<file path="config.mk">
export PLATFORM = sky130hd
export DESIGN_NAME = usp_dev_flat
export DESIGN_NICKNAME = d
export VERILOG_FILES = /design/src/usp_pkg.sv /design/src/usp_if.sv /design/src/usp_dev.sv /design/src/flat_wrapper.sv
export VERILOG_INCLUDE_DIRS = /design/src
export SDC_FILE = /design/constraint.sdc
export NUM_CORES = 1
export LEC_CHECK = 0
export BUFFER_PORTS_ARGS = -buffer_cell sky130_fd_sc_hd__buf_2
export CELL_PAD_IN_SITES_DETAIL_PLACEMENT = 1
export CELL_PAD_IN_SITES_GLOBAL_PLACEMENT = 2
export CORE_MARGIN = 8
export CORE_UTILIZATION = 45
export DETAILED_ROUTE_END_ITERATION = 8
export PLACE_DENSITY = 0.81
export SLEW_MARGIN = 15
export SYNTH_ARGS = -nofsm -noshare
export SYNTH_HDL_FRONTEND = slang
export SYNTH_SLANG_ARGS = --single-unit
</file>
<file path="constraint.sdc">
create_clock -name CLK -period 5.2 [get_ports CLK]
set_clock_uncertainty 0.2 [all_clocks]
set_input_delay 0.52 -clock CLK [delete_from_list [all_inputs] [get_ports CLK]]
set_output_delay 0.52 -clock CLK [all_outputs]
set_load 0.02 [all_outputs]
</file>
<file path="src/usp_cfg.svh">
// Register map, field positions and reset values of the serial port
`ifndef USP_CFG_SVH
`define USP_CFG_SVH
`define USP_ADDR_CTRL 8'h98
`define USP_ADDR_DATA 8'h99
`define USP_CTRL_RESET 8'h40
`define USP_BIT_FLS 7
`define USP_BIT_RSVD 6
`define USP_BIT_FILT 5
`define USP_BIT_REN 4
`define USP_BIT_TX9 3
`define USP_BIT_RX9 2
`define USP_BIT_TXF 1
`define USP_BIT_RXF 0
`define USP_FIFO_DEPTH 16
`define USP_ENTRY_W 9
`define USP_REMOTE_BIT_CYCLES 16
`endif

</file>
<file path="src/usp_pkg.sv">
// Types of the serial link: byte and receiver states shared by both ends, transmitter states used by the port only
package usp_pkg;
    typedef logic [7:0] usp_byte_t;
    typedef enum logic [1:0] {USP_TX_IDLE, USP_TX_WAIT, USP_TX_SEND} usp_tx_st_t;
    typedef enum logic {USP_RX_IDLE, USP_RX_BITS} usp_rx_st_t;
endpackage

</file>
<file path="src/usp_if.sv">
// Serial line pair between the port and the remote end
`timescale 1ns/1ps
`default_nettype none
interface usp_if;
    logic dev_to_remote;
    logic remote_to_dev;
    modport dev (output dev_to_remote, input remote_to_dev);
    modport remote (input dev_to_remote, output remote_to_dev);
endinterface
`default_nettype wire

</file>
<file path="src/usp_dev.sv">
// Serial port end: control register, data buffer, transmitter, receiver
`include "usp_cfg.svh"
`timescale 1ns/1ps
`default_nettype none

// ------------------------------------------------------------
// Receive buffer
// ------------------------------------------------------------
module usp_fifo #(
    parameter int W = `USP_ENTRY_W,
    parameter int D = `USP_FIFO_DEPTH
) (
    input wire logic CLK,
    input wire logic RST,
    input wire logic CE,
    input wire logic in_valid,
    output logic in_ready,
    input wire logic [W-1:0] in_data,
    output logic out_valid,
    input wire logic out_ready,
    output logic [W-1:0] out_data
);
    localparam int AW = $clog2(D);
    logic [W-1:0] mem_q [D];
    logic [AW-1:0] wr_q;
    logic [AW-1:0] rd_q;
    logic [AW:0] cnt_q;
    logic push;
    logic pop;

    assign in_ready = (cnt_q != (AW+1)'(D));
    assign out_valid = (cnt_q != '0);
    assign out_data = mem_q[rd_q];
    assign push = in_valid & in_ready;
    assign pop = out_valid & out_ready;

    always_ff @(posedge CLK) begin
        if (CE && push) begin
            mem_q[wr_q] <= in_data;
        end
    end

    always_ff @(posedge CLK or posedge RST) begin
        if (RST) begin
            wr_q <= '0;
            rd_q <= '0;
            cnt_q <= '0;
        end else if (CE) begin
            if (push) begin
                wr_q <= (wr_q == AW'(D-1)) ? '0 : wr_q + 1'b1;
            end
            if (pop) begin
                rd_q <= (rd_q == AW'(D-1)) ? '0 : rd_q + 1'b1;
            end
            if (push && !pop) begin
                cnt_q <= cnt_q + 1'b1;
            end else if (pop && !push) begin
                cnt_q <= cnt_q - 1'b1;
            end
        end
    end
endmodule

// ------------------------------------------------------------
// Port top
// ------------------------------------------------------------
module usp_dev (
    input wire logic CLK,
    input wire logic RST,
    input wire logic CE,
    input wire logic [7:0] SFR_ADDR,
    input wire logic SFR_WR,
    input wire usp_pkg::usp_byte_t SFR_WDATA,
    input wire logic SFR_RD,
    output usp_pkg::usp_byte_t SFR_RDATA,
    input wire logic BAUD_TX_OVF,
    input wire logic BAUD_TICK,
    input wire logic BAUD_RUN,
    input wire usp_pkg::usp_byte_t BAUD_RELOAD,
    input wire logic SERIAL_INT_EN,
    output logic SERIAL_IRQ,
    usp_if.dev LINK
);
    import usp_pkg::*;

    function automatic logic hit(input logic [7:0] a, input logic s,
                                 input logic [7:0] t);
        return s && (a == t);
    endfunction

    logic frame9_q, filt_q, ren_q, tx_ninth_q, rx_ninth_q;
    logic tx_flag_q, rx_flag_q;
    logic wr_ctrl, wr_data, rd_data;
    logic tx_flag_set, rx_flag_set;
    logic rx_ninth_view;
    usp_byte_t last_q;
    logic f_in_valid, f_in_ready, f_out_valid, f_pop;
    logic [8:0] f_in_data, f_out_data;

    assign wr_ctrl = hit(SFR_ADDR, SFR_WR, `USP_ADDR_CTRL);
    assign wr_data = hit(SFR_ADDR, SFR_WR, `USP_ADDR_DATA);
    assign rd_data = hit(SFR_ADDR, SFR_RD, `USP_ADDR_DATA);
    assign f_pop = rd_data & f_out_valid;
    assign rx_ninth_view = f_out_valid ? f_out_data[8] : rx_ninth_q;

    // ------------------------------------------------------------
    // Control register and flags
    // ------------------------------------------------------------
    always_ff @(posedge CLK or posedge RST) begin
        if (RST) begin
            frame9_q <= 1'b0;
            filt_q <= 1'b0;
            ren_q <= 1'b0;
            tx_ninth_q <= 1'b0;
        end else if (CE && wr_ctrl) begin
            frame9_q <= SFR_WDATA[`USP_BIT_FLS];
            filt_q <= SFR_WDATA[`USP_BIT_FILT];
            ren_q <= SFR_WDATA[`USP_BIT_REN];
            tx_ninth_q <= SFR_WDATA[`USP_BIT_TX9];
        end
    end

    // A hardware set in the same cycle as a software clear wins
    always_ff @(posedge CLK or posedge RST) begin
        if (RST) begin
            tx_flag_q <= 1'b0;
            rx_flag_q <= 1'b0;
        end else if (CE) begin
            tx_flag_q <= tx_flag_set
                         | (wr_ctrl ? SFR_WDATA[`USP_BIT_TXF] : tx_flag_q);
            rx_flag_q <= rx_flag_set
                         | (wr_ctrl ? SFR_WDATA[`USP_BIT_RXF] : rx_flag_q);
        end
    end

    always_ff @(posedge CLK or posedge RST) begin
        if (RST) begin
            rx_ninth_q <= 1'b0;
            last_q <= '0;
        end else if (CE) begin
            if (f_pop) begin
                rx_ninth_q <= f_out_data[8];
                last_q <= f_out_data[7:0];
            end else if (wr_ctrl) begin
                rx_ninth_q <= SFR_WDATA[`USP_BIT_RX9];
            end
        end
    end

    always_ff @(posedge CLK or posedge RST) begin
        if (RST) begin
            SFR_RDATA <= '0;
        end else if (CE && SFR_RD) begin
            if (SFR_ADDR == `USP_ADDR_CTRL) begin
                SFR_RDATA <= {frame9_q, 1'b1, filt_q, ren_q, tx_ninth_q,
                              rx_ninth_view, tx_flag_q, rx_flag_q};
            end else if (SFR_ADDR == `USP_ADDR_DATA) begin
                SFR_RDATA <= f_out_valid ? f_out_data[7:0] : last_q;
            end else begin
                SFR_RDATA <= '0;
            end
        end
    end

    assign SERIAL_IRQ = SERIAL_INT_EN & (tx_flag_q | rx_flag_q);

    // ------------------------------------------------------------
    // Transmitter
    // ------------------------------------------------------------
    usp_tx_st_t tx_st_q;
    logic tx_phase_q, tx_tick, tx_line_q;
    logic [10:0] tx_shift_q;
    logic [3:0] tx_left_q;

    // Halving the overflow stream gives one tick per bit
    always_ff @(posedge CLK or posedge RST) begin
        if (RST) begin
            tx_phase_q <= 1'b0;
        end else if (CE && BAUD_TX_OVF) begin
            tx_phase_q <= ~tx_phase_q;
        end
    end
    assign tx_tick = BAUD_TX_OVF & tx_phase_q;
    // The tick that drives the stop bit is the one with a single bit left
    assign tx_flag_set = tx_tick && tx_st_q == USP_TX_SEND
                         && tx_left_q == 4'h1;

    always_ff @(posedge CLK or posedge RST) begin
        if (RST) begin
            tx_st_q <= USP_TX_IDLE;
            tx_shift_q <= '1;
            tx_left_q <= '0;
            tx_line_q <= 1'b1;
        end else if (CE) begin
            case (tx_st_q)
                USP_TX_IDLE: begin
                    // Writes while a frame is in flight are ignored
                    if (wr_data) begin
                        tx_shift_q <= {1'b1, frame9_q ? tx_ninth_q : 1'b1,
                                       SFR_WDATA, 1'b0};
                        tx_left_q <= frame9_q ? 4'hb : 4'ha;
                        tx_st_q <= USP_TX_WAIT;
                    end
                end
                USP_TX_WAIT, USP_TX_SEND: begin
                    if (tx_tick) begin
                        if (tx_left_q == 4'h0) begin
                            tx_st_q <= USP_TX_IDLE;
                        end else begin
                            tx_line_q <= tx_shift_q[0];
                            tx_shift_q <= {1'b1, tx_shift_q[10:1]};
                            tx_left_q <= tx_left_q - 4'h1;
                            tx_st_q <= USP_TX_SEND;
                        end
                    end
                end
                default: tx_st_q <= USP_TX_IDLE;
            endcase
        end
    end
    assign LINK.dev_to_remote = tx_line_q;

    // ------------------------------------------------------------
    // Receive timer and receiver
    // ------------------------------------------------------------
    usp_rx_st_t rx_st_q;
    logic rx_s1_q, rx_s2_q, rx_prev_q;
    usp_byte_t rx_cnt_q;
    logic rx_ovf, rx_phase_q, start_det;
    logic [9:0] rx_bits_q;
    logic [3:0] rx_idx_q;
    logic rx_last, ninth_v, pass;

    always_ff @(posedge CLK or posedge RST) begin
        if (RST) begin
            rx_s1_q <= 1'b1;
            rx_s2_q <= 1'b1;
            rx_prev_q <= 1'b1;
        end else if (CE) begin
            rx_s1_q <= LINK.remote_to_dev;
            rx_s2_q <= rx_s1_q;
            rx_prev_q <= rx_s2_q;
        end
    end

    assign start_det = ren_q && rx_st_q == USP_RX_IDLE
                       && rx_prev_q && !rx_s2_q;
    assign rx_ovf = BAUD_RUN && BAUD_TICK && rx_cnt_q == 8'hff && !start_det;

    always_ff @(posedge CLK or posedge RST) begin
        if (RST) begin
            rx_cnt_q <= '0;
        end else if (CE) begin
            if (start_det) begin
                rx_cnt_q <= BAUD_RELOAD;
            end else if (BAUD_RUN && BAUD_TICK) begin
                rx_cnt_q <= (rx_cnt_q == 8'hff) ? BAUD_RELOAD
                                                : rx_cnt_q + 8'h01;
            end
        end
    end

    assign rx_last = rx_idx_q == (frame9_q ? 4'ha : 4'h9);
    assign ninth_v = frame9_q ? rx_bits_q[8] : rx_s2_q;
    assign pass = !filt_q || ninth_v;
    assign f_in_valid = rx_ovf && !rx_phase_q && rx_st_q == USP_RX_BITS
                        && rx_last && pass;
    assign f_in_data = {ninth_v, rx_bits_q[7:0]};
    // A full buffer refuses the push, so the newest frame is lost
    assign rx_flag_set = f_in_valid & f_in_ready;

    always_ff @(posedge CLK or posedge RST) begin
        if (RST) begin
            rx_st_q <= USP_RX_IDLE;
            rx_phase_q <= 1'b0;
            rx_idx_q <= '0;
            rx_bits_q <= '0;
        end else if (CE) begin
            case (rx_st_q)
                USP_RX_IDLE: begin
                    if (start_det) begin
                        rx_st_q <= USP_RX_BITS;
                        rx_phase_q <= 1'b0;
                        rx_idx_q <= '0;
                    end
                end
                USP_RX_BITS: begin
                    if (rx_ovf) begin
                        rx_phase_q <= ~rx_phase_q;
                        if (!rx_phase_q) begin
                            if (rx_idx_q == 4'h0 && rx_s2_q) begin
                                rx_st_q <= USP_RX_IDLE;
                            end else if (rx_last) begin
                                rx_st_q <= USP_RX_IDLE;
                            end else begin
                                if (rx_idx_q != 4'h0) begin
                                    rx_bits_q[rx_idx_q - 4'h1] <= rx_s2_q;
                                end
                                rx_idx_q <= rx_idx_q + 4'h1;
                            end
                        end
                    end
                end
                default: rx_st_q <= USP_RX_IDLE;
            endcase
        end
    end

    usp_fifo #(.W(`USP_ENTRY_W), .D(`USP_FIFO_DEPTH)) u_fifo (
        .CLK(CLK),
        .RST(RST),
        .CE(CE),
        .in_valid(f_in_valid),
        .in_ready(f_in_ready),
        .in_data(f_in_data),
        .out_valid(f_out_valid),
        .out_ready(rd_data),
        .out_data(f_out_data)
    );
endmodule
`default_nettype wire

</file>
<file path="src/flat_wrapper.sv">
// flat-port wrapper written by rule: the top's interface ports become plain ports
module usp_dev_flat import usp_pkg::*;
  (CLK, RST, CE, SFR_ADDR, SFR_WR, SFR_WDATA, SFR_RD, SFR_RDATA, BAUD_TX_OVF, BAUD_TICK, BAUD_RUN, BAUD_RELOAD, SERIAL_INT_EN, SERIAL_IRQ, LINK_dev_to_remote, LINK_remote_to_dev);
  usp_if LINK_i ();
  input wire logic CLK;
  input wire logic RST;
  input wire logic CE;
  input wire logic [7:0] SFR_ADDR;
  input wire logic SFR_WR;
  input wire usp_pkg::usp_byte_t SFR_WDATA;
  input wire logic SFR_RD;
  output usp_pkg::usp_byte_t SFR_RDATA;
  input wire logic BAUD_TX_OVF;
  input wire logic BAUD_TICK;
  input wire logic BAUD_RUN;
  input wire usp_pkg::usp_byte_t BAUD_RELOAD;
  input wire logic SERIAL_INT_EN;
  output logic SERIAL_IRQ;
  output wire logic [$bits(LINK_i.dev_to_remote)-1:0] LINK_dev_to_remote;
  input wire logic [$bits(LINK_i.remote_to_dev)-1:0] LINK_remote_to_dev;
  assign LINK_dev_to_remote = LINK_i.dev_to_remote;
  assign LINK_i.remote_to_dev = LINK_remote_to_dev;
  usp_dev u_core (.CLK(CLK), .RST(RST), .CE(CE), .SFR_ADDR(SFR_ADDR), .SFR_WR(SFR_WR), .SFR_WDATA(SFR_WDATA), .SFR_RD(SFR_RD), .SFR_RDATA(SFR_RDATA), .BAUD_TX_OVF(BAUD_TX_OVF), .BAUD_TICK(BAUD_TICK), .BAUD_RUN(BAUD_RUN), .BAUD_RELOAD(BAUD_RELOAD), .SERIAL_INT_EN(SERIAL_INT_EN), .SERIAL_IRQ(SERIAL_IRQ), .LINK(LINK_i));
endmodule
</file>
==> results by group, run 1 <==
Status
  • Status: finished clean

Synthesis
  • Most numerous cell in the Yosys netlist: edfxtp_1
  • Proportion of netlist area held by the largest area contributor: a little over two fifths
  • Post-synth top area cell: edfxtp_1
  • Simple-Gate Fraction of Synth Area: 10.2%
  • Synth area leaders: edfxtp_1, dfrtp_1, mux4_2, dfstp_2, ha_1
  • Main combinational cell family by area after synthesis: multiplexers
  • Syn nets: ~750
  • EDFF count, synth: 144
  • Top post-synthesis cells by count: edfxtp_1, dfrtp_1, nand2_1
  • Post-synthesis cell area: 10,100 um^2
  • Synth Area in XOR/XNOR: 0.784%
  • Post-synthesis sequential area ratio: about 63%
  • Synth Area per Inst: 14.4 um^2
  • Post-Synthesis Cells: between 600 and 700
  • Count of different cell masters after synthesis: 70
  • Fraction of the mapped netlist area in adder cells: about 2.8%
  • Complex-gate fraction of the synthesized area: 7.59%
  • Yosys reg bits: between 200 and 250
  • Most used DFF post-synth: edfxtp_1
  • YS warnings: 0
  • Post-synthesis mux area share: a little over an eighth
  • Async S/R FF share, synth: 35.7%

Setup path
  • Worst-path fanout max: 9
  • Max stage delay cell, worst path: nor4_1
  • WS Path Type: reg -> reg
  • Buf/Inv on CP: 1
  • Worst reg2reg startpoint: u_core.rx_idx_q[1]
  • CP delay by family, top: simple AND/OR/NAND/NOR gates
  • Worst Reg-to-Reg Cells: 12
  • Worst path cell trace: or3b_1 -> a211oi_2 -> nand2_1 -> nor4_1 -> ha_1 -> inv_1 -> fa_1 -> a21o_1 -> a21oi_1 -> xnor2_1 -> nor2_1 -> xor2_1
  • Critical Path RT: 5.38 ns
  • Beginning of the critical path: u_core.rx_idx_q[1]
  • Worst setup SP type: register
  • Critical Path Max Stage Delay: 0.58 ns
  • Reg2reg end: u_core.u_fifo.cnt_q[4]
  • Crit end category: register
  • Arrival time worst endpoint: between 4 and 5 ns
  • Worst R2R Setup Slack: 1.27 ns

Die
  • Die ar.: 27,400 um^2
  • # IOs: 44
  • # rows: 54
  • Die Wd: 166 um
  • Chip height: ~170 um
  • Initial Utilization: 46.0%
  • Core box area: 21,900 um^2

Power and ir drop
  • Logic pwr share: 11.6%
  • Leakage power: 4.53 nW
  • Clock power frac: roughly two fifths
  • Sw power: 1.10 mW
  • Sw Ratio: 25.4%
  • VDD IR max: about 0.22 mV
  • Seq pwr share: 48.9%
  • Pwr dens: 379 nW/um^2
  • Pint: roughly 3.2 mW
  • Total power draw: 4.32 mW

Timing
  • Final setup vio count: 0
  • Final worst slack: 1.27 ns
  • Final slew viol count: 0
  • Final hold vios: 0
  • Fin crit share: 75.5%
  • Slew of the pin with the lowest slew margin: 1.07 ns
  • Setup TNS: 0 ns
  • Unrepaired setup endpoints after global routing: false
  • Fin crit period: 3.93 ns
  • Max_slew headroom: 28.0%
  • Fmax: 255 MHz

Route
  • DRT Pass-1 Iters: 6
  • Total routed wirelength: 24,300 um
  • Drt initial violations: about 410
  • Via/cell ratio: 5.94
  • Routed len/inst: approximately 23 um
  • DRC: 0
  • Vias post-DR: 6,180
  • Routed Antenna Nets: 0

Clocking
  • Max Root-Sink Buffers: 3
  • Clk Latency, worst-skew pair: roughly 0.53 ns
  • Setup bufs post-CTS: 0
  • Max H-tree Level: 1
  • TritonCTS Buffers: 24
  • CTS tree: done
  • CTS clock-pin slew for the worst setup and hold paths: 0.06 ns
  • CTS root buf: clkbuf_16
  • Clk sinks: between 200 and 250

Placed design
  • Port Buffers: 43
  • Final GP Congestion: roughly 0.84
  • Dpl ws: 1.34 ns
  • DP HPWL: about 17,000 um

GRT
  • Initial antenna violation count: 0
  • GRT overflow: 0
  • First-pass GRT wire length: 38,500 um
  • Largest net degree at the start of global routing: 47
  • GRT Total Usage: a little under a fifth
  • Vias in the first global route: 6,607

Finish
  • N_diodes: 0
  • # fillers: 2,152
  • Layout cells sized above 1: 23.7%
  • Synthesis-to-layout area growth: 13.2%
  • Nets@finish: 800

Hold path
  • Hold Crit Class: in -> reg
  • Cells on Worst Hold Path: 3
  • WHS Endpoint: u_core.rx_cnt_q[6]
  • Hold Path Origin: BAUD_RELOAD[6]

Flow run
  • Max cap viols: 0
==> worst reg2reg max path: stages, from the launching register on <==
cell and delay [ns]:
dfrtp_1 0.47, or3b_1 0.47, a211oi_2 0.35, nand2_1 0.09, nor4_1 0.58, ha_1 0.31, inv_1 0.12, fa_1 0.44
a21o_1 0.22, a21oi_1 0.18, xnor2_1 0.14, nor2_1 0.07, xor2_1 0.15
==> metrics by stage <==
stage,hold slack (ns),cells,area (um^2),utilization (%)
floorplan,0.247,698,10100,-
global placement,0.261,997,10600,48.3
detailed placement,0.270,997,10600,48.3
CTS,0.0125,1041,11400,52.0
global route,0.0245,1041,11400,52.0
finish,0.0319,1041,11400,52.0
==> cell families (layout without fill, tap and decap cells) <==
logic type	after synthesis	after routing
compound gates	118	118
buf+inv	54	117
fa+ha+maj	22	22
flops	224	224
xor+xnor	9	9
simple gates	192	192
mux	79	79
==> power groups by stage <==
| stage | Sequential, mW | Combinational (mW) | Clock [mW] |
|---|---|---|---|
| floorplan | 2.12 | 0.364 | 0 |
| global placement | 2.13 | 0.469 | 0 |
| detailed placement | 2.15 | 0.502 | 0 |
| CTS | 2.11 | 0.507 | 1.74 |
| global route | 2.13 | 0.569 | 1.80 |
| finish | 2.11 | 0.499 | 1.71 |
==> worst max-delay path by stage <==
stage | endpoint | slack, ns | depth (start not counted)
2_1_floorplan | u_core.u_fifo.cnt_q[4] | 2.00 | 12
3_3_place_gp | u_core.u_fifo.cnt_q[4] | 1.56 | 12
3_5_place_dp | u_core.u_fifo.cnt_q[4] | 1.34 | 12
4_1_cts | u_core.u_fifo.cnt_q[4] | 1.30 | 12
5_1_grt | u_core.u_fifo.cnt_q[4] | 1.08 | 12
6_report | u_core.u_fifo.cnt_q[4] | 1.27 | 12
==> cells in the final DEF, fill, tap and decap left out, types with 5 or more instances in the layout <==
master,netlist,layout
a21o_1,8,8
a21oi_1,42,42
a22o_1,5,5
a22oi_1,7,7
a31oi_1,6,6
and2_1,15,15
buf_2,9,43
buf_4,3,9
clkbuf_16,0,24
clkinv_2,0,5
clkinvlp_4,0,5
dfrtp_1,66,65
dfstp_2,14,14
edfxtp_1,144,144
ha_1,21,21
inv_1,21,20
mux2_2,21,21
mux2i_1,18,18
mux4_2,37,37
nand2_1,49,49
nand3_1,25,25
nand4_1,6,6
nor2_1,42,42
nor3_1,8,8
nor3b_1,5,5
o21ai_0,19,19
xnor2_1,7,7
==> routing by layer <==
layer  GRT usage [%]  wire, um  vias to the layer above
li1                -         -                     2778
met2            29.2     11700                      121
met1            25.6     11100                     3249
met5               0         0                        -
met4            4.38       402                        0
met3            2.85      1180                       32
==> flip-flops by register name (all words and copies together) (netlist names), 2 cells and up <==
register             count
u_core.rx_bits_q         9
u_core.rx_idx_q          4
u_core.u_fifo.cnt_q      5
u_core.tx_left_q         4
u_core.SFR_RDATA         8
u_core.tx_st_q           2
u_core.u_fifo.wr_q       4
u_core.u_fifo.mem_q    144
u_core.u_fifo.rd_q       4
u_core.last_q            8
u_core.tx_shift_q       10
u_core.rx_cnt_q          8
==> final cells by class <==
| type | count | area [um^2] | share of cell area (%) |
|---|---|---|---|
| Sequential cell | 224 | 6340 | 55.7 |
| Multi-Input combinational cell | 420 | 3520 | 31.0 |
| Clock buffer | 25 | 604 | 5.31 |
| Tap cell | 280 | 350 | 3.08 |
| Timing Repair Buffer | 53 | 293 | 2.57 |
| Clock inverter | 18 | 188 | 1.65 |
| Inverter | 21 | 80.1 | 0.703 |
==> repair_timing <==
| action | CTS | global route |
|---|---|---|
| gates resized for setup | 0 | 0 |
| hold endpoints to repair | 36 | 0 |
| hold buffers | 1 | 0 |
No activity file was read; power rests on OpenSTA's default activity.
==> inputs of run 2 (changes only) <==
--- a/config.mk
+++ b/config.mk
@@ -10,9 +10,9 @@
 export CELL_PAD_IN_SITES_DETAIL_PLACEMENT = 1
 export CELL_PAD_IN_SITES_GLOBAL_PLACEMENT = 2
 export CORE_MARGIN = 8
-export CORE_UTILIZATION = 45
+export CORE_UTILIZATION = 40
 export DETAILED_ROUTE_END_ITERATION = 8
-export PLACE_DENSITY = 0.81
+export PLACE_DENSITY = 0.76
 export SLEW_MARGIN = 15
 export SYNTH_ARGS = -nofsm -noshare
 export SYNTH_HDL_FRONTEND = slang
==> constraint.sdc (replaced) <==
create_clock -name CLK -period 3.5 [get_ports CLK]
set_clock_uncertainty 0.2 [all_clocks]
set_input_delay 0.35 -clock CLK [delete_from_list [all_inputs] [get_ports CLK]]
set_output_delay 0.35 -clock CLK [all_outputs]
set_load 0.02 [all_outputs]
==> run 2 against run 1 <==
  * Sequential power is 48% higher
  * Total power is 49% higher
  * Global-route usage is 2.0 points lower
  * Die area is 11% higher
  * Clock power is 46% higher
  * Non-clock buffer count is 34 higher
==> results by group, run 2 (synthesized netlist as in run 1, its figures left out) <==
Timing
  • Fin crit period: 3.30 ns (-0.623 ns)
  • Fmax: 303 MHz (+19%)
  • Max_slew headroom: 35.6% (+7.5 points)
  • Fin crit share: 94.4% (+19 points)
  • Final slew viol count: 0 (unchanged)
  • Final setup vio count: 0 (unchanged)
  • Slew of the pin with the lowest slew margin: 0.959 ns (-0.111 ns)
  • Hold_ws: 0.0179 ns (-0.0139 ns)
  • Unrepaired setup endpoints after global routing: false
  • Final hold vios: 0 (unchanged)

Setup path
  • Worst Reg-to-Reg Cells: 12 (unchanged)
  • Crit end category: register
  • Critical Path End: u_core.u_fifo.cnt_q[4]
  • Critical Path RT: 3.69 ns (-1.69 ns)
  • Beginning of the critical path: u_core.rx_idx_q[1]
  • WS Path Type: reg -> reg
  • Worst reg2reg startpoint: u_core.rx_idx_q[1]
  • Arrival time worst endpoint: 3.49 ns (-0.61 ns)
  • Worst R2R Setup Slack: 0.20 ns (-1.08 ns)
  • Worst setup SP type: register
  • Worst-path fanout max: 4 (-5)
  • Reg2reg end: u_core.u_fifo.cnt_q[4]

Route
  • Total routed wirelength: 24,600 um (+0.92%)
  • Routed Antenna Nets: 0 (unchanged)
  • Via/cell ratio: 5.49 (-7.6%)
  • Routed len/inst: 21.8 um (-6.8%)
  • DRC: 0 (unchanged)
  • DRT Pass-1 Iters: 8 (+2)
  • Drt initial violations: 428 (+3.6%)
  • Vias post-DR: 6,184 (+0.065%)

GRT
  • GRT overflow: 0 (unchanged)
  • First-pass GRT wire length: 39,100 um (+1.5%)
  • GRT Total Usage: 16.2% (-2.0 points)
  • Initial antenna violation count: 0 (unchanged)
  • Largest net degree at the start of global routing: 44 (-6.4%)
  • Vias in the first global route: 6,775 (+2.5%)

Clocking
  • Clk Latency, worst-skew pair: 0.51 ns (-0.02 ns)
  • Max Root-Sink Buffers: 3 (unchanged)
  • CTS clock-pin slew for the worst setup and hold paths: 0.06 ns (about the same)
  • CTS root buf: clkbuf_16
  • TritonCTS Buffers: 25 (+4.2%)
  • Max H-tree Level: 1 (unchanged)
  • CTS tree: done
  • Clk sinks: 224 (unchanged)

Finish
  • Nets@finish: 835 (+4.4%)
  • Non-filler cells, final: 1,127 (+8.3%)
  • Largest register by flop count: u_core.u_fifo.mem_q
  • Commonest non-fill, non-tap cell in the layout: edfxtp_1
  • N_diodes: 0 (unchanged)
  • Synthesis-to-layout area growth: 17.1%
  • Layout cells sized above 1: 25.0% (+1.3 points)
  • Final core utilization: 47.2% (-4.8 points)
  • # fillers: 2,519 (+17%)
  • Most frequent cells in the layout: edfxtp_1, dfrtp_1, nand2_1
  • Leading registers by flop count: u_core.u_fifo.mem_q x144, u_core.tx_shift_q x10, u_core.rx_bits_q x9
  • Max FFs per register: 144 (unchanged)
  • Final instance area: 11,800 um^2 (+3.4%)

Placed design
  • Placed Area: 10,800 um^2 (+1.8%)
  • Final GP Congestion: 0.755 (-10%)
  • Placed instance count: 1,062 (+6.5%)
  • DP HPWL: 16,900 um (+1.1%)
  • Port Buffers: 43 (unchanged)

Flow run
  • Max cap viols: 0 (unchanged)

Die
  • Core box area: 25,000 um^2 (+14%)
  • Initial Utilization: 40.3% (-5.7 points)
  • Die ar.: 30,500 um^2 (+11%)
  • # IOs: 44 (unchanged)
  • Die Wd: 175 um (+5.5%)
  • # rows: 58 (+7.4%)
  • Chip height: 175 um (+5.5%)

Hold path
  • Hold Path Origin: BAUD_RELOAD[5]
  • Hold Crit Class: in -> reg

Power and ir drop
  • VDD IR max: 0.348 mV (+55%)
  • Pwr dens: 545 nW/um^2 (+44%)
  • Leakage power: 4.64 nW (+2.4%)

Status
  • Status: finished clean
## run 2: cell count changes in the layout (fill, tap and decap cells not counted), sizes merged
cell         before  now
clkbuf           25   41
clkinvlp          5    0
bufinv            3    0
inv              20   21
buf              52   68
dlygate4sd3       1   19
clkinv           11    4
## run 2: how the worst min path moves through the flow
stage | cells past startpoint | endpoint
after floorplan | 2 | u_core.last_q[7]
after CTS | 3 | u_core.rx_cnt_q[5]
after detailed placement | 2 | u_core.last_q[5]
after global routing | 3 | u_core.rx_cnt_q[5]
final | 3 | u_core.rx_cnt_q[5]
after global placement | 2 | u_core.last_q[0]
## run 2: through the flow
step | setup WS (ns) | setup TNS, ns | power, mW
CTS | 0.101 | 0 | 6.48
detailed placement | -0.0247 | -0.0247 | 3.95
finish | 0.197 | 0 | 6.41
floorplan | 0.303 | 0 | 3.69
global placement | 0.165 | 0 | 3.89
global route | 0.00912 | 0 | 6.69
## run 2: metal layers
metal	share of wire, %	track usage (%)	vias up	wire [um]
li1	-	-	2838	-
met1	44	21.5	3181	10800
met2	50	27.6	135	12300
met3	4.4	2.20	30	1080
met4	1.8	3.99	0	443
met5	0	0	-	0
## run 2: worst max-delay path, stage by stage, from the launching register on
cell and delay (ns):
dfrtp_1 0.38, or3b_1 0.44, a211oi_2 0.31, nand2_1 0.14, nor4_4 0.21, ha_2 0.24
inv_1 0.10, fa_1 0.43, a21o_1 0.21, a21oi_2 0.16, xnor2_1 0.13, nor2_1 0.08
xor2_1 0.15
## run 2: layout make-up
cell class | instances | area (um^2) | area share [%]
clock buffers | 41 | 766 | 6.50
inverters | 21 | 80.1 | 0.680
well taps | 330 | 413 | 3.51
flip-flops and latches | 224 | 6340 | 53.9
clock inverters | 4 | 23.8 | 0.202
repair buffers | 87 | 606 | 5.14
multi-input cells | 420 | 3540 | 30.1
## run 2: where the power goes
group | switching (mW) | internal, mW | leakage, nW
Sequential | 0.125 | 3.00 | 2.57
Clock | 1.02 | 1.48 | 0.391
Combinational | 0.460 | 0.328 | 1.67
## run 2: what timing repair did
action / 4_1_cts / 5_1_grt
resized for setup: 1 / 3
setup endpoints to repair: 1 / 81
cloned: 0 / 0
endpoints found under the hold margin: 51 / 0
hold buffers: 19 / 0
buffers inserted: 0 / 1
pin swaps: 0 / 2
==> inputs of run 3 (changes only) <==
--- a/config.mk
+++ b/config.mk
@@ -9,11 +9,11 @@
 export BUFFER_PORTS_ARGS = -buffer_cell sky130_fd_sc_hd__buf_2
 export CELL_PAD_IN_SITES_DETAIL_PLACEMENT = 1
 export CELL_PAD_IN_SITES_GLOBAL_PLACEMENT = 2
-export CORE_MARGIN = 8
 export CORE_UTILIZATION = 40
 export DETAILED_ROUTE_END_ITERATION = 8
 export PLACE_DENSITY = 0.76
 export SLEW_MARGIN = 15
 export SYNTH_ARGS = -nofsm -noshare
 export SYNTH_HDL_FRONTEND = slang
+export SYNTH_HIERARCHICAL = 1
 export SYNTH_SLANG_ARGS = --single-unit
==> run 3 against run 2 <==
  * Largest power group unchanged
  * Critical path type unchanged
  * Final area rose by 1.1%
  * Maximum frequency is 0.55% higher
  * First-iteration DRC count is 4.2% higher
==> results by group, run 3 <==
Status
  • Status: finished clean

Power and ir drop
  • Pwr dens: 527 nW/um^2 (-3.3%)
  • VDD IR max: 0.417 mV (+20%)
  • Total power draw: 6.28 mW (-2.2%)
  • Leakage power: 4.55 nW (-2.0%)

Placed design
  • DP HPWL: 16,900 um (about the same)
  • Dpl ws: 0.00540 ns (+0.0301 ns)
  • Placed Area: 10,800 um^2 (+0.69%)
  • Final GP Congestion: 0.791 (+4.9%)
  • Port Buffers: 43 (unchanged)
  • Placed instance count: 1,079 (+1.6%)

Synthesis
  • Async S/R FF share, synth: 35.7% (unchanged)
  • Most numerous cell in the Yosys netlist: edfxtp_1
  • Synth area leaders: edfxtp_1, dfrtp_1, mux2_2, dfstp_2, mux4_2
  • Syn nets: 773 (+2.5%)
  • Synth Area per Inst: 14.3 um^2 (-0.99%)
  • Post-synth top area cell: edfxtp_1
  • Yosys reg bits: 224 (unchanged)
  • Top post-synthesis cells by count: edfxtp_1, dfrtp_1, mux2_2
  • YS warnings: 6 (+6)
  • Post-synthesis cell area: 10,200 um^2 (+1.6%)
  • EDFF count, synth: 144 (unchanged)
  • Post-synthesis sequential area ratio: 62.1% (-0.97 points)
  • Most used DFF post-synth: edfxtp_1
  • Count of different cell masters after synthesis: 76 (+8.6%)
  • Post-Synthesis Cells: 716 (+2.6%)
  • Proportion of netlist area held by the largest area contributor: 42.3% (-0.66 points)

Clocking
  • Max Root-Sink Buffers: 3 (unchanged)
  • Max H-tree Level: 1 (unchanged)
  • Clk Latency, worst-skew pair: 0.53 ns (+0.02 ns)
  • CTS tree: done
  • TritonCTS Buffers: 26 (+4.0%)
  • CTS root buf: clkbuf_16
  • Clk sinks: 224 (unchanged)
  • CTS clock-pin slew for the worst setup and hold paths: 0.06 ns (about the same)

Flow run
  • Max cap viols: 0 (unchanged)

Hold path
  • Hold Crit Class: in -> reg
  • Hold Path Origin: CE

Finish
  • Commonest non-fill, non-tap cell in the layout: edfxtp_1
  • Nets@finish: 854 (+2.3%)
  • Final core utilization: 47.4% (+0.27 points)
  • Synthesis-to-layout area growth: 16.6%
  • Most frequent cells in the layout: edfxtp_1, dfrtp_1, mux2_2
  • N_diodes: 0 (unchanged)
  • Largest register by flop count: u_core/u_fifo/mem_q
  • Max FFs per register: 144 (unchanged)
  • Layout cells sized above 1: 26.4% (+1.5 points)
  • # fillers: 2,561 (+1.7%)
  • Leading registers by flop count: u_core/u_fifo/mem_q x144, u_core/tx_shift_q x10, u_core/rx_bits_q x9
  • Final instance area: 11,900 um^2 (+1.1%)
  • Sequential Area: 6340 um^2 (unchanged)
  • Area occupied by multi-input gates: 3630 um^2 (+2.4%)
  • Non-filler cells, final: 1,147 (+1.8%)

Setup path
  • WS Path Type: reg -> reg
  • Reg2reg end: u_core/u_fifo/cnt_q[4]
  • Worst R2R Setup Slack: 0.21 ns (+0.02 ns)
  • Worst setup SP type: register
  • Worst Reg-to-Reg Cells: 13 (+1)
  • Worst-path fanout max: 6 (+2)
  • Beginning of the critical path: u_core/rx_cnt_q[0]
  • Worst reg2reg startpoint: u_core/rx_cnt_q[0]
  • Crit end category: register
  • Arrival time worst endpoint: 3.49 ns (about the same)
  • Critical Path RT: 3.70 ns (about the same)
  • Critical Path End: u_core/u_fifo/cnt_q[4]

Die
  • Initial Utilization: 40.7% (+0.39 points)
  • Die Wd: 162 um (-7.3%)
  • Chip height: 162 um (-7.3%)
  • # IOs: 44 (unchanged)
  • Core box area: 25,100 um^2 (+0.58%)
  • Die ar.: 26,200 um^2 (-14%)
  • # rows: 58 (unchanged)

Route
  • Routed len/inst: 21.8 um (+0.16%)
  • DRC: 0 (unchanged)
  • Vias post-DR: 6,321 (+2.2%)
  • Via/cell ratio: 5.51 (+0.43%)
  • Routed Antenna Nets: 0 (unchanged)
  • DR top layer: met4
  • Total routed wirelength: 25,000 um (+1.9%)
  • DRT Pass-1 Iters: 4 (-4)
  • Met3 wire len: 902 um (-16%)
  • Drt initial violations: 446 (+4.2%)
  • Met1 wire length: 11,200 um (+4.0%)
  • Met2 routed WL: 12,500 um (+2.2%)

GRT
  • Largest net degree at the start of global routing: 34 (-23%)
  • First-pass GRT wire length: 39,600 um (+1.2%)
  • GRT overflow: 0 (unchanged)
  • Initial antenna violation count: 0 (unchanged)
  • GRT Total Usage: 19.6% (+3.5 points)
  • Vias in the first global route: 6,906 (+1.9%)

Timing
  • Slew of the pin with the lowest slew margin: 0.794 ns (-0.165 ns)
  • Final slew viol count: 0 (unchanged)
  • Fin crit share: 93.9% (-0.51 points)
  • Final setup vio count: 0 (unchanged)
  • Hold_ws: 0.0203 ns (+0.00236 ns)
  • Max_slew headroom: 47.0% (+11 points)
  • Unrepaired setup endpoints after global routing: false
  • Fmax: 304 MHz (+0.55%)
  • Final hold vios: 0 (unchanged)
  • Setup TNS: 0 ns (unchanged)
  • Fin crit period: 3.29 ns (-0.0179 ns)
  • Final worst slack: 0.215 ns (+0.0179 ns)
run 3: cell count changes in the layout (fill, tap and decap cells not counted), moves of 8 or more:
cell	previous run	this run
nand3_1	25	10
mux2i_1	18	32
a221o_1	1	10
mux2_2	21	52
mux4_2	37	16
a21oi_1	41	25
o21ai_0	19	29
clkbuf_8	8	0
o22ai_1	0	10
nor2_1	42	18
nor3_1	8	26
run 3: logic make-up after synthesis:
| kind of cell | count (synthesis) | synth area share [%] |
|---|---|---|
| xor+xnor | 11 | 0.943 |
| simple gates | 169 | 9.44 |
| fa+ha+maj | 23 | 2.89 |
| flops | 224 | 62.1 |
| compound gates | 132 | 8.83 |
| buf+inv | 54 | 2.65 |
| mux | 103 | 13.2 |
run 3: metal layers:
| metal | track usage [%] | up-vias |
|---|---|---|
| met5 | 0 | - |
| met4 | 4.29 | 0 |
| met3 | 2.43 | 26 |
| met2 | 33.7 | 118 |
| met1 | 26.6 | 3259 |
| li1 | - | 2918 |
run 3: worst min path at each step:
stage | end | slack [ns] | cells past startpoint
after floorplan | u_core/u_fifo/cnt_q[0] | 0.03 | 1
after global placement | u_core/u_fifo/cnt_q[4] | 0.22 | 2
after detailed placement | u_core/u_fifo/cnt_q[4] | 0.24 | 2
after CTS | u_core/tx_phase_q | 0.02 | 3
after global routing | u_core/tx_phase_q | 0.05 | 3
final | u_core/tx_phase_q | 0.02 | 3
run 3: worst max-delay path: stages (launching register included):
cell and delay (ns):
dfrtp_1 0.40, ha_2 0.23, nand4_1 0.16, nor4_2 0.25, buf_4 0.16, and2_1 0.16, and2_1 0.14, ha_2 0.22
inv_1 0.13, fa_2 0.38, a21o_1 0.20, a21oi_1 0.20, mux2i_1 0.22, o31ai_1 0.09
run 3: final cells by class:
class / count / share of cell area [%]
clock inverters: 18 / 1.52
inverters: 21 / 0.662
well taps: 330 / 3.47
multi-input cells: 438 / 30.5
repair buffers: 86 / 5.02
flip-flops and latches: 224 / 53.3
clock buffers: 30 / 5.59
run 3: timing repair:
item,CTS,global route
setup buffers,0,1
endpoints found under the setup margin,1,19
hold buffers,19,0
gates resized for setup,2,6
endpoints found under the hold margin,62,0
pin swaps,0,1
run 3: report_power, final:
group          switching, mW  total [mW]  internal (mW)
combinational          0.308       0.528          0.221
sequential             0.108        3.08           2.98
clock                   1.08        2.66           1.59
